File: src/dsr_status_cfg.svh
// constants for the display status readback bank: offsets, bit positions, resets, timing
// assumes a byte-wide register port and a 50 MHz core clock
// How it works
// image-mode gamma field reads 000 (curve one)
// signal-mode byte: only bits 7,6,0 live
// signal-mode bit 7 shows tearing line enabled
// signal-mode bit 6: mode1 zero, mode2 one
// signal-mode bit 0 flags serial link error
// status reads answered awake, idle, or asleep
// diag byte reflects most recent wake result
// diag bit 7 toggles on nonvolatile load match
// diag bit 6 toggles when functionality passes
// diag bit 0: checksums equal zero, else one
// host waits 300 ms after page-zero write
// diagnostics run during 5 ms after wake
`ifndef DSR_STATUS_CFG_SVH
`define DSR_STATUS_CFG_SVH
`define DSR_ADDR_IMAGE_MODE 8'h0d
`define DSR_ADDR_SIGNAL_MODE 8'h0e
`define DSR_ADDR_SELF_DIAG 8'h0f
`define DSR_ADDR_INT_STATUS 8'h80
`define DSR_ADDR_INT_MASK 8'h81
`define DSR_ADDR_SYS_STATUS 8'h82
`define DSR_PAGE0_LIMIT 8'h80
`define DSR_RESET_BYTE 8'h00
`define DSR_GAMMA_CURVE1 3'h0
`define DSR_BIT_TE_ENABLE 7
`define DSR_BIT_TE_MODE 6
`define DSR_BIT_LINK_ERROR 0
`define DSR_BIT_NVM_MATCH 7
`define DSR_BIT_FUNC_PASS 6
`define DSR_BIT_CSUM_DIFF 0
`define DSR_INT_LINK_ERROR 0
`define DSR_INT_DIAG_DONE 1
`define DSR_INT_CSUM_SETTLED 2
`define DSR_INT_WIDTH 3
`define DSR_CLK_KHZ 50000
`define DSR_SETTLE_MS 5
`define DSR_CSUM_WAIT_MS 300
`define DSR_SETTLE_CYCLES (`DSR_SETTLE_MS * `DSR_CLK_KHZ)
`define DSR_CSUM_WAIT_CYCLES (`DSR_CSUM_WAIT_MS * `DSR_CLK_KHZ)
`define DSR_COUNT_WIDTH 24
`endif

File: src/dsr_status_pkg.sv
// types for the display status readback bank
// assumes dsr_status_cfg.svh supplies the numbers
package dsr_status_pkg;
  // power state of the panel driver, gray coded along sleep -> settle -> awake
  typedef enum logic [1:0] {
    DSR_ASLEEP = 2'b00,
    DSR_SETTLE = 2'b01,
    DSR_AWAKE = 2'b11
  } dsr_power_t;
  // register port address
  typedef logic [7:0] dsr_addr_t;
  // one status byte
  typedef logic [7:0] dsr_byte_t;
endpackage

File: src/dsr_status_bank.sv
// display status readback bank: signal-mode, image-mode and self-diagnostic bytes
// assumes a command decoder feeds wake/sleep strobes and a register port with one-cycle strobes
`timescale 1ns/100ps
`default_nettype none
`include "dsr_status_cfg.svh"

module dsr_status_bank #(
  parameter int SETTLE_CYCLES = `DSR_SETTLE_CYCLES, // wake settle window
  parameter int CSUM_WAIT_CYCLES = `DSR_CSUM_WAIT_CYCLES // checksum quiet time
) (
  input wire logic core_clk,
  input wire logic reset,
  input wire dsr_status_pkg::dsr_addr_t regAddr,
  input wire dsr_status_pkg::dsr_byte_t regWrData,
  input wire logic regWrite,
  input wire logic regRead,
  output dsr_status_pkg::dsr_byte_t regRdData,
  input wire logic teLineEnable,
  input wire logic teLineMode,
  input wire logic linkErrorEvent,
  input wire logic wakeCmd,
  input wire logic sleepCmd,
  input wire logic page0LinkWrite,
  input wire logic nvmLoadMatch,
  input wire logic funcCheckPass,
  input wire logic checksumDiffer,
  output logic diagBusy,
  output logic asleep,
  output logic irq
);

  // power state and its next value
  dsr_status_pkg::dsr_power_t powerState;
  dsr_status_pkg::dsr_power_t next_powerState;
  // settle window counter
  logic [`DSR_COUNT_WIDTH-1:0] settleCount;
  // checksum quiet-time counter and its flag
  logic [`DSR_COUNT_WIDTH-1:0] csumCount;
  logic csumSettled;
  logic csumSettledDly; // previous value, for the rising event
  // sticky link error shown in the signal-mode byte
  logic linkError;
  // self-diagnostic result byte
  dsr_status_pkg::dsr_byte_t diagResult;
  // interrupt status and mask
  logic [`DSR_INT_WIDTH-1:0] intStatus;
  logic [`DSR_INT_WIDTH-1:0] intMask;
  // events in this cycle
  logic diagDone;
  logic page0Write;
  logic [`DSR_INT_WIDTH-1:0] intEvent;
  logic [`DSR_INT_WIDTH-1:0] intClear;
  logic [`DSR_INT_WIDTH-1:0] next_intStatus;

  // true for the command-page-zero address range
  function automatic logic isPage0(input dsr_status_pkg::dsr_addr_t a);
    isPage0 = (a < `DSR_PAGE0_LIMIT);
  endfunction

  // read decode shared by the read data path and the clear-on-read of the link error
  function automatic logic isSignalMode(input dsr_status_pkg::dsr_addr_t a);
    isSignalMode = (a == `DSR_ADDR_SIGNAL_MODE);
  endfunction

  // settle ends on the last counted cycle
  assign diagDone = (powerState == dsr_status_pkg::DSR_SETTLE) &&
                    (settleCount == `DSR_COUNT_WIDTH'(SETTLE_CYCLES - 1));
  // any page-zero write, from the link decoder or the register port
  assign page0Write = page0LinkWrite || (regWrite && isPage0(regAddr));

  // power state next value; wake is ignored unless asleep
  always_comb begin
    next_powerState = powerState;
    case (powerState)
      dsr_status_pkg::DSR_ASLEEP: begin
        if (wakeCmd) begin
          next_powerState = dsr_status_pkg::DSR_SETTLE;
        end
      end
      dsr_status_pkg::DSR_SETTLE: begin
        // sleep cannot cut the settle window short: the supplies are ramping
        if (diagDone) begin
          next_powerState = dsr_status_pkg::DSR_AWAKE;
        end
      end
      dsr_status_pkg::DSR_AWAKE: begin
        if (sleepCmd) begin
          next_powerState = dsr_status_pkg::DSR_ASLEEP;
        end
      end
      default: begin
        next_powerState = dsr_status_pkg::DSR_ASLEEP;
      end
    endcase
  end

  // power state register; the part starts asleep
  always_ff @(posedge core_clk) begin
    if (reset) begin
      powerState <= dsr_status_pkg::DSR_ASLEEP;
    end else begin
      powerState <= next_powerState;
    end
  end

  // settle counter, runs only inside the window
  always_ff @(posedge core_clk) begin
    if (reset) begin
      settleCount <= '0;
    end else if (powerState == dsr_status_pkg::DSR_SETTLE && !diagDone) begin
      settleCount <= settleCount + 1'b1;
    end else begin
      settleCount <= '0;
    end
  end

  // self-diagnostic byte, updated at the end of each wake window
  always_ff @(posedge core_clk) begin
    if (reset) begin
      diagResult <= `DSR_RESET_BYTE;
    end else if (diagDone) begin
      // toggling keeps the previous result visible as the other polarity
      diagResult[`DSR_BIT_NVM_MATCH] <= diagResult[`DSR_BIT_NVM_MATCH] ^ nvmLoadMatch;
      diagResult[`DSR_BIT_FUNC_PASS] <= diagResult[`DSR_BIT_FUNC_PASS] ^ funcCheckPass;
      diagResult[`DSR_BIT_CSUM_DIFF] <= checksumDiffer;
    end else if (powerState == dsr_status_pkg::DSR_AWAKE && csumSettled) begin
      // once quiet and awake, the checksum bit follows the live comparison
      diagResult[`DSR_BIT_CSUM_DIFF] <= checksumDiffer;
    end
  end

  // checksum quiet-time: restarted by every page-zero write
  always_ff @(posedge core_clk) begin
    if (reset) begin
      csumCount <= '0;
      csumSettled <= 1'b1;
    end else if (page0Write) begin
      // the host is still required to wait; this reports when it may read and holds the checksum bit until then
      csumCount <= `DSR_COUNT_WIDTH'(CSUM_WAIT_CYCLES - 1);
      csumSettled <= 1'b0;
    end else if (csumCount != '0) begin
      csumCount <= csumCount - 1'b1;
    end else begin
      csumSettled <= 1'b1;
    end
  end

  // delayed copy for the settled edge
  always_ff @(posedge core_clk) begin
    if (reset) begin
      csumSettledDly <= 1'b1;
    end else begin
      csumSettledDly <= csumSettled;
    end
  end

  // sticky link error; a new error beats the clear-on-read in the same cycle
  always_ff @(posedge core_clk) begin
    if (reset) begin
      linkError <= 1'b0;
    end else if (linkErrorEvent) begin
      linkError <= 1'b1;
    end else if (regRead && isSignalMode(regAddr)) begin
      linkError <= 1'b0;
    end
  end

  // interrupt events and write-one-to-clear
  always_comb begin
    intEvent = '0;
    intEvent[`DSR_INT_LINK_ERROR] = linkErrorEvent;
    intEvent[`DSR_INT_DIAG_DONE] = diagDone;
    intEvent[`DSR_INT_CSUM_SETTLED] = csumSettled && !csumSettledDly;
    intClear = '0;
    if (regWrite && regAddr == `DSR_ADDR_INT_STATUS) begin
      intClear = regWrData[`DSR_INT_WIDTH-1:0];
    end
    // set wins over clear
    next_intStatus = (intStatus & ~intClear) | intEvent;
  end

  // interrupt status register
  always_ff @(posedge core_clk) begin
    if (reset) begin
      intStatus <= '0;
    end else begin
      intStatus <= next_intStatus;
    end
  end

  // interrupt mask register, written by software
  always_ff @(posedge core_clk) begin
    if (reset) begin
      intMask <= '0;
    end else if (regWrite && regAddr == `DSR_ADDR_INT_MASK) begin
      intMask <= regWrData[`DSR_INT_WIDTH-1:0];
    end
  end

  // interrupt level output, one cycle behind the status
  always_ff @(posedge core_clk) begin
    if (reset) begin
      irq <= 1'b0;
    end else begin
      irq <= |(intStatus & intMask);
    end
  end

  // state outputs, registered
  always_ff @(posedge core_clk) begin
    if (reset) begin
      diagBusy <= 1'b0;
      asleep <= 1'b1;
    end else begin
      diagBusy <= (next_powerState == dsr_status_pkg::DSR_SETTLE);
      asleep <= (next_powerState == dsr_status_pkg::DSR_ASLEEP);
    end
  end

  // read data: one cycle after the strobe, zero otherwise; no power-state gating
  always_ff @(posedge core_clk) begin
    if (reset) begin
      regRdData <= `DSR_RESET_BYTE;
    end else if (!regRead) begin
      regRdData <= `DSR_RESET_BYTE;
    end else if (regAddr == `DSR_ADDR_IMAGE_MODE) begin
      // only the gamma field is kept here; a single curve exists
      regRdData <= {5'h00, `DSR_GAMMA_CURVE1};
    end else if (isSignalMode(regAddr)) begin
      regRdData <= {teLineEnable, teLineMode, 5'h00, linkError};
    end else if (regAddr == `DSR_ADDR_SELF_DIAG) begin
      regRdData <= {diagResult[7:6], 5'h00, diagResult[0]};
    end else if (regAddr == `DSR_ADDR_INT_STATUS) begin
      regRdData <= {5'h00, intStatus};
    end else if (regAddr == `DSR_ADDR_INT_MASK) begin
      regRdData <= {5'h00, intMask};
    end else if (regAddr == `DSR_ADDR_SYS_STATUS) begin
      regRdData <= {5'h00, csumSettled, powerState};
    end else begin
      // unmapped reads return zero
      regRdData <= `DSR_RESET_BYTE;
    end
  end

  // helper: cycles spent in the settle window, kept apart from the design counter
  // so that a stuck settle counter still trips the overrun check
  logic [`DSR_COUNT_WIDTH-1:0] settleAge;
  always_ff @(posedge core_clk) begin
    if (reset) begin
      settleAge <= '0;
    end else if (powerState == dsr_status_pkg::DSR_SETTLE) begin
      settleAge <= settleAge + 1'b1;
    end else begin
      settleAge <= '0;
    end
  end
endmodule
`default_nettype wire

File: config.mk
export PLATFORM = sky130hd
export DESIGN_NAME = dsr_status_bank
export DESIGN_NICKNAME = d
export VERILOG_FILES = /design/src/dsr_status_pkg.sv /design/src/dsr_status_bank.sv
export VERILOG_INCLUDE_DIRS = /design/src
export SDC_FILE = /design/constraint.sdc
export NUM_CORES = 1
export LEC_CHECK = 0
export ABC_AREA = 1
export ABC_CLOCK_PERIOD_IN_PS = 1900
export BUFFER_PORTS_ARGS = -buffer_cell sky130_fd_sc_hd__buf_2
export CORE_MARGIN = 1.5
export CORE_UTILIZATION = 30
export CTS_CLUSTER_SIZE = 24
export DETAILED_ROUTE_END_ITERATION = 6
export GPL_TIMING_DRIVEN = 0
export PLACE_DENSITY = 0.58
export RECOVER_POWER = 25
export SYNTH_ARGS = -nofsm -noshare
export SYNTH_HDL_FRONTEND = slang
export SYNTH_SLANG_ARGS = --single-unit
export TNS_END_PERCENT = 100
File: constraint.sdc
create_clock -name core_clk -period 1.9 [get_ports core_clk]
set_clock_uncertainty 0.05 [all_clocks]
set_input_delay 0.095 -clock core_clk [delete_from_list [all_inputs] [get_ports core_clk]]
set_output_delay 0.095 -clock core_clk [all_outputs]
set_load 0.02 [all_outputs]
==> results_dict.tcl, run 1 <==
set metrics [dict create \
    cellLeakagePower_nw 1.71 \
    antennaDiodeCount 0 \
    critical_path_depth 10 \
    dp_hpwl_um 6840 \
    timing.critical_path.required_ns 2.07 \
    finalSetupViolCount 0 \
    synth_fa_ha_area_frac 0.0103 \
    post_synth_mux_area_share 0 \
    synth-compound-area-share 0.0844 \
    cts_tree "done" \
    cts_inserted_buffers 9 \
    drt-initial-drc-count 211 \
    rows 40 \
    hold_violations 0 \
    grt_setup_unrepaired "no" \
    max_slew.worst_pin.slew_ns 0.773 \
    stdcell_area_sq_mm 0.00440 \
    beginning_of_the_worst_hold_path "wakeCmd" \
    pin_count_of_the_biggest_net_entering_global_routing 12 \
    netlist_instances 553 \
    maxSlewHeadroom 0.485 \
    detailroute.via_count 3610 \
    cts.sinks 70 \
    postPlaceCellArea_sq_mm 0.00401 \
    postSynthRegisterBits 70 \
    maxCapViolations 0 \
    global_route.usage.met2 0.237 \
    crit_type "reg -> reg" \
    critPathMaxStageDelay_ns 0.39 \
    finish.net_count 637 \
    critPathArrivalTime_ns 1.92 \
    min_to "powerState[0]$_SDFF_PP0_" \
    global_route_wire_length_before_repair_um 15100 \
    gr-usage-met1 0.187 \
    gp_routability_congestion 0.901 \
    root_buffer "sky130_fd_sc_hd__clkbuf_16" \
    die_height_um 113 \
    synth_cell_type_count 33 \
    core_region_area_sq_mm 0.0120 \
    layout.filler_cells 1258 \
    hp-class "in -> reg" \
    dieArea_sq_mm 0.0129 \
    drt_wl_total_um 9000 \
    combined_area_of_all_synthesized_cells_sq_mm 0.00366 \
    r2r.worst_path.cells 10 \
    crit_start "settleCount[0]$_SDFF_PP0_" \
    average_cell_area_after_synthesis_sq_um 6.62 \
    initial_core_util 0.306 \
    period_needed_ns 1.76 \
    layout_utilization 0.367 \
    post_synth_and_or_nand_nor_area_fraction 0.406 \
    io_pins 40 \
    clock_tree.htree_level_count 3 \
    capturing_element_type_of_the_critical_path "flip-flop" \
    synth_sequential_area_ratio 0.383 \
    r2r_end "settleCount[15]$_SDFF_PP0_" \
    cell_by_cell_listing_of_the_critical_path "ha_4, nand2_2, nor2_4, inv_2, nor2_4, and2_4, nand2_2, nand3_4, buf_6, nor2_1" \
    timing_max_transition_violations_final 0 \
    ff2ff_setup_slack_ns 0.14 \
    max_freq_mhz 569 \
    place.port_buffers 31 \
    cp_slowest_cell "sky130_fd_sc_hd__dfxtp_1" \
    synth_xor_xnor_area_share 0.0431 \
    crit_family "simple AND/OR/NAND/NOR gates" \
    final_antenna_net_count 0 \
    die_w_um 113 \
    max-vdd-ir-drop_mv 0.390 \
    yosys_warnings 0 \
    reg2reg_from "settleCount[0]$_SDFF_PP0_" \
    synth_top_family_by_area "simple AND/OR/NAND/NOR gates" \
    via_count_of_the_first_global_routing_pass 3311 \
    cp-start-kind "flip-flop" \
    post-route-drc-count 0 \
    final_min_period_over_clock_period 0.924 \
    hold_path_depth 3 \
    grt_antenna_before_repair 0 \
    postLayoutSetupSlackWorst_ns 0.144 \
    final_layout_size_suffix_gt1_frac 0.105 \
    detailedRoute.firstPassIterationCount 5 \
    pwr_density_mw_per_mm2 816 \
    grt.met3_usage 0.0372 \
    most_used_routing_layer "met2" \
    clock_tree.buffer_depth 2 \
    clkLatencyLatePin_ns 0.33 \
    crit_buf_inv 2 \
    post_drt_wl_per_cell_um 11.9 \
    post_layout_nonfiller_instances 756 \
    post_drt_via_cell_ratio 4.78 \
    globalRouteTotalUtil 0.145 \
    register_clock_pin_slew_on_the_reported_worst_setup_and_hold_paths_ns 0.05 \
    post-place-ws_ns -0.0302 \
    globalRoute.totalOverflow 0 \
    place.detailed.instances 733 \
    area_growth_syn_to_layout_pct 20.1 \
    fin_worst_hold_slack_ns 0.0223 \
    status "completed" \
    worst-path-max-fanout 10 \
]
[cell usage in the layout (no fill, tap or decap), types with 3 or more instances in the layout]
cell type and n:
sky130_fd_sc_hd__nand4_1 14, sky130_fd_sc_hd__dlygate4sd3_1 7, sky130_fd_sc_hd__nor2_1 108, sky130_fd_sc_hd__nand2_1 133, sky130_fd_sc_hd__inv_1 51, sky130_fd_sc_hd__or2_2 6, sky130_fd_sc_hd__conb_1 3, sky130_fd_sc_hd__nor2_4 3
sky130_fd_sc_hd__dfxtp_1 70, sky130_fd_sc_hd__o21ai_0 7, sky130_fd_sc_hd__nand3_1 51, sky130_fd_sc_hd__clkinv_2 3, sky130_fd_sc_hd__clkbuf_1 14, sky130_fd_sc_hd__a21o_1 3, sky130_fd_sc_hd__xor2_1 9, sky130_fd_sc_hd__xnor2_1 9
sky130_fd_sc_hd__buf_4 4, sky130_fd_sc_hd__clkbuf_16 9, sky130_fd_sc_hd__nor3_1 7, sky130_fd_sc_hd__buf_2 24, sky130_fd_sc_hd__a21oi_1 47
[cell usage after synthesis]
library cell / number / area (sq um)
sky130_fd_sc_hd__a211oi_1: 1 / 7.51
sky130_fd_sc_hd__a21o_1: 3 / 22.5
sky130_fd_sc_hd__a21oi_1: 47 / 235
sky130_fd_sc_hd__and2_4: 1 / 8.76
sky130_fd_sc_hd__buf_2: 2 / 10.0
sky130_fd_sc_hd__buf_4: 3 / 22.5
sky130_fd_sc_hd__buf_6: 2 / 22.5
sky130_fd_sc_hd__clkbuf_1: 4 / 15.0
sky130_fd_sc_hd__conb_1: 1 / 3.75
sky130_fd_sc_hd__dfxtp_1: 70 / 1400
sky130_fd_sc_hd__ha_1: 3 / 37.5
sky130_fd_sc_hd__inv_1: 51 / 191
sky130_fd_sc_hd__inv_2: 1 / 3.75
sky130_fd_sc_hd__nand2_1: 133 / 499
sky130_fd_sc_hd__nand2_2: 2 / 12.5
sky130_fd_sc_hd__nand3_1: 51 / 255
sky130_fd_sc_hd__nand3_4: 1 / 17.5
sky130_fd_sc_hd__nand3b_1: 2 / 15.0
sky130_fd_sc_hd__nand4_1: 14 / 87.6
sky130_fd_sc_hd__nand4_2: 1 / 12.5
sky130_fd_sc_hd__nor2_1: 110 / 413
sky130_fd_sc_hd__nor2_4: 3 / 33.8
sky130_fd_sc_hd__nor3_1: 7 / 35.0
sky130_fd_sc_hd__nor3_2: 2 / 20.0
sky130_fd_sc_hd__nor3b_1: 1 / 7.51
sky130_fd_sc_hd__nor4_1: 2 / 12.5
sky130_fd_sc_hd__o21ai_0: 7 / 35.0
sky130_fd_sc_hd__o221ai_1: 1 / 8.76
sky130_fd_sc_hd__or2_0: 2 / 12.5
sky130_fd_sc_hd__or2_1: 1 / 6.26
sky130_fd_sc_hd__or2_2: 6 / 37.5
sky130_fd_sc_hd__xnor2_1: 9 / 78.8
sky130_fd_sc_hd__xor2_1: 9 / 78.8
[repair_timing]
action | in CTS | in global routing
setup buffers | 0 | 1
gates resized for setup | 1 | 3
pin swaps | 0 | 1
setup endpoints to repair | 20 | 23
hold buffers | 7 | 0
endpoints found under the hold margin | 7 | 0
cloned | 0 | 0
[layer usage]
metal	vias up	routed length (um)
met5	-	0
met4	0	139
met3	12	356
met2	70	4230
met1	1649	4270
li1	1879	-
[cell type report]
| class | instances | area [sq um] | share of cell area |
|---|---|---|---|
| plain buffers | 11 | 70.1 | 0.0159 |
| clock buffers | 10 | 229 | 0.0521 |
| clock inverters | 5 | 75.1 | 0.0171 |
| inverters | 52 | 195 | 0.0444 |
| multi-input cells | 422 | 2020 | 0.459 |
| flip-flops and latches | 70 | 1400 | 0.319 |
| well taps | 147 | 184 | 0.0418 |
| repair buffers | 39 | 221 | 0.0504 |
[logic make-up (layout without fill, tap and decap cells)]
| kind of cell | count (synthesis) | after routing |
|---|---|---|
| flip-flops | 70 | 70 |
| AND/OR/NAND/NOR | 339 | 339 |
| XOR/XNOR | 18 | 18 |
| buffers and inverters | 63 | 117 |
| other | 1 | 3 |
| AO/OA/AOI/OAI | 59 | 59 |
| adder cells (fa/ha/maj) | 3 | 3 |
[report_power, final]
group          switching (mW)  total, mW  leakage, nW  internal (mW)
combinational           0.192      0.309        0.987          0.117
sequential             0.0353       1.54        0.572           1.51
clock                   0.599       1.73        0.152           1.13
[flip-flops by register name, summed over array words and instances, names as in the netlist, 2 cells and up]
register	flops
csumCount	24
settleCount	24
regRdData	5
diagResult	3
intMask	3
intStatus	3
powerState	2
[worst max-delay path by stage]
stage                                      end  slack (ns)
floorplan           settleCount[12]$_SDFF_PP0_        0.29
global placement    settleCount[16]$_SDFF_PP0_        0.02
detailed placement  settleCount[16]$_SDFF_PP0_       -0.03
CTS                 settleCount[16]$_SDFF_PP0_        0.03
global route        csumCount[22]$_SDFFE_PP0P_        0.02
finish              settleCount[15]$_SDFF_PP0_        0.14
[worst reg2reg max path, cell delays in order, from the launching register on]
cell and delay [ns]:
sky130_fd_sc_hd__dfxtp_1 0.39, sky130_fd_sc_hd__ha_4 0.20, sky130_fd_sc_hd__nand2_2 0.08, sky130_fd_sc_hd__nor2_4 0.15
sky130_fd_sc_hd__inv_2 0.10, sky130_fd_sc_hd__nor2_4 0.12, sky130_fd_sc_hd__and2_4 0.16, sky130_fd_sc_hd__nand2_2 0.06
sky130_fd_sc_hd__nand3_4 0.12, sky130_fd_sc_hd__buf_6 0.17, sky130_fd_sc_hd__nor2_1 0.06
[stage by stage]
step | setup TNS, ns | power [mW]
floorplan | 0 | 1.78
global placement | 0 | 1.86
detailed placement | -0.344 | 1.87
CTS | 0 | 3.63
global route | 0 | 3.75
finish | 0 | 3.59
No activity file was read; power rests on OpenSTA's default activity.
==> run 2: changes to the inputs <==
- CTS_BUF_LIST: not set -> sky130_fd_sc_hd__clkbuf_2
==> run 2 against run 1 <==
The run now ends with hold timing left. Setup slack lost 0.072 ns. Clock-buffer cell count is the same. First-iteration DRC count grew 1.4%. Non-clock buffer count grew 20. Clock power shrank 45%. Largest cell class unchanged.
==> results_dict.tcl, run 2 (same netlist as run 1, synthesis figures left out) <==
set metrics [dict create \
    dp_hpwl_um 6840 \
    multi_input_combinational_cell_area_sq_mm 0.00202 \
    clock_tree.buffer_depth 2 \
    failed_checks "hold timing" \
    crit_start "regAddr[5]" \
    net-switching-power_mw 0.752 \
    dieArea_sq_mm 0.0129 \
    postPlaceCellArea_sq_mm 0.00401 \
    register_clock_pin_slew_on_the_reported_worst_setup_and_hold_paths_ns 0.19 \
    cts_inserted_buffers 9 \
    layout.cells.most_common "sky130_fd_sc_hd__nand2_1" \
    globalRoute.totalOverflow 0 \
    pin_count_of_the_biggest_net_entering_global_routing 12 \
    global_route_wire_length_before_repair_um 15600 \
    top_regs "csumCount: 24 flops, settleCount: 24 flops, regRdData: 5 flops" \
    fin_worst_hold_slack_ns -0.104 \
    post_drt_via_cell_ratio 4.80 \
    most-common-layout-cells "sky130_fd_sc_hd__nand2_1, sky130_fd_sc_hd__nor2_1, sky130_fd_sc_hd__dfxtp_1" \
    hp-class "in -> reg" \
    die_w_um 113 \
    r2r_end "csumCount[7]$_SDFFE_PP0P_" \
    post-route-drc-count 0 \
    power.sequential.fraction 0.547 \
    rows 40 \
    cts_tree "done" \
    place.detailed.instances 733 \
    core_region_area_sq_mm 0.0120 \
    finalSetupViolCount 0 \
    period_needed_ns 1.83 \
    cts.sinks 70 \
    initial_core_util 0.306 \
    timing_max_transition_violations_final 0 \
    final_antenna_net_count 0 \
    post-place-ws_ns -0.0302 \
    final_min_period_over_clock_period 0.962 \
    detailroute.via_count 3727 \
    cp_slowest_cell "sky130_fd_sc_hd__dlygate4sd3_1" \
    clock_power_share 0.335 \
    crit_type "in -> reg" \
    max_slew.worst_pin.slew_ns 0.780 \
    max-vdd-ir-drop_mv 0.435 \
    critPathCapture "regRdData[6]$_SDFF_PP0_" \
    hold_violations 2 \
    post_layout_nonfiller_instances 776 \
    maxSlewHeadroom 0.480 \
    final_layout_size_suffix_gt1_frac 0.110 \
    layout.filler_cells 1267 \
    detailedRoute.firstPassIterationCount 5 \
    antennaDiodeCount 0 \
    r2r.worst_path.cells 8 \
    p_sw_frac 0.266 \
    io_pins 40 \
    clock_tree.htree_level_count 3 \
    finish.net_count 657 \
    worst-path-max-fanout 5 \
    die_height_um 113 \
    cell_by_cell_listing_of_the_critical_path "buf_2, nor2_1, nand3_1, inv_1, nand2_1, nor2_1, nand2_1, dlygate4sd3_1, a21oi_1, dlygate4sd3_1" \
    max_freq_mhz 547 \
    timing.critical_path.required_ns 2.33 \
    root_buffer "sky130_fd_sc_hd__clkbuf_2" \
    postLayoutSetupSlackWorst_ns 0.0714 \
    status "finished with violations" \
    hold_buffers 27 \
    globalRouteTotalUtil 0.150 \
    capturing_element_type_of_the_critical_path "flip-flop" \
    clkLatencyLatePin_ns 0.52 \
    via_count_of_the_first_global_routing_pass 3431 \
    cp-start-kind "primary input" \
    drt_wl_total_um 9320 \
    drt-initial-drc-count 214 \
    power.combinational.fraction 0.118 \
    gp_routability_congestion 0.901 \
    register_area_sq_mm 0.00141 \
    critPathMaxStageDelay_ns 0.57 \
    pwr_density_mw_per_mm2 639 \
    post_drt_wl_per_cell_um 12.0 \
    critPathArrivalTime_ns 2.26 \
    stdcell_area_sq_mm 0.00442 \
    place.port_buffers 31 \
    reg2reg_from "csumCount[0]$_SDFFE_PP0P_" \
    ff2ff_setup_slack_ns 0.12 \
    area_growth_syn_to_layout_pct 20.8 \
    internal_power_mw 2.07 \
    grt_antenna_before_repair 0 \
    cellLeakagePower_nw 1.73 \
    maxCapViolations 0 \
]
-- run 2: worst max-delay path: cells and delay by family --
kind	cells	cell delay, ns
buffers and inverters	4	1.35
AND/OR/NAND/NOR	5	0.67
AO/OA/AOI/OAI	1	0.14
-- run 2: cell type report --
cell class | instances | area share
multi-input cells | 422 | 0.458
flip-flops and latches | 70 | 0.318
repair buffers | 59 | 0.0950
inverters | 52 | 0.0441
well taps | 147 | 0.0416
clock inverters | 5 | 0.0170
plain buffers | 11 | 0.0158
clock buffers | 10 | 0.0113
-- run 2: through the flow --
stage,utilization,TNS [ns],power (mW)
floorplan,-,0,1.78
global placement,0.335,0,1.86
detailed placement,0.335,-0.344,1.87
CTS,0.369,0,2.86
global route,0.370,-0.00268,2.99
finish,0.370,0,2.83
-- run 2: metal layers --
metal | vias to the layer above | track usage | share of wire
met2 | 86 | 0.249 | 0.48
met4 | 0 | 0.0508 | 0.017
li1 | 1914 | - | -
met5 | - | 0 | 0
met1 | 1706 | 0.189 | 0.46
met3 | 21 | 0.0409 | 0.045
-- run 2: timing repair --
action	in CTS	in global routing
gates resized for setup	2	7
setup buffers	0	1
pin swaps	0	1
setup endpoints to repair	20	29
endpoints found under the hold margin	29	2
-- run 2: worst min path at each step --
stage | start | end | depth (start not counted)
global placement | checksumDiffer | diagResult[0]$_SDFFE_PP0P_ | 3
finish | regAddr[0] | regRdData[2]$_SDFF_PP0_ | 4
detailed placement | checksumDiffer | diagResult[0]$_SDFFE_PP0P_ | 3
global route | regAddr[0] | regRdData[1]$_SDFF_PP0_ | 4
floorplan | reset | powerState[0]$_SDFF_PP0_ | 1
CTS | regAddr[0] | regRdData[2]$_SDFF_PP0_ | 4
-- run 2: power groups by stage --
stage | Sequential [mW] | Combinational, mW | Clock (mW)
after floorplan | 1.57 | 0.207 | 0
after global placement | 1.57 | 0.290 | 0
after detailed placement | 1.57 | 0.293 | 0
after CTS | 1.54 | 0.328 | 0.984
after global routing | 1.55 | 0.378 | 1.05
final | 1.55 | 0.335 | 0.946
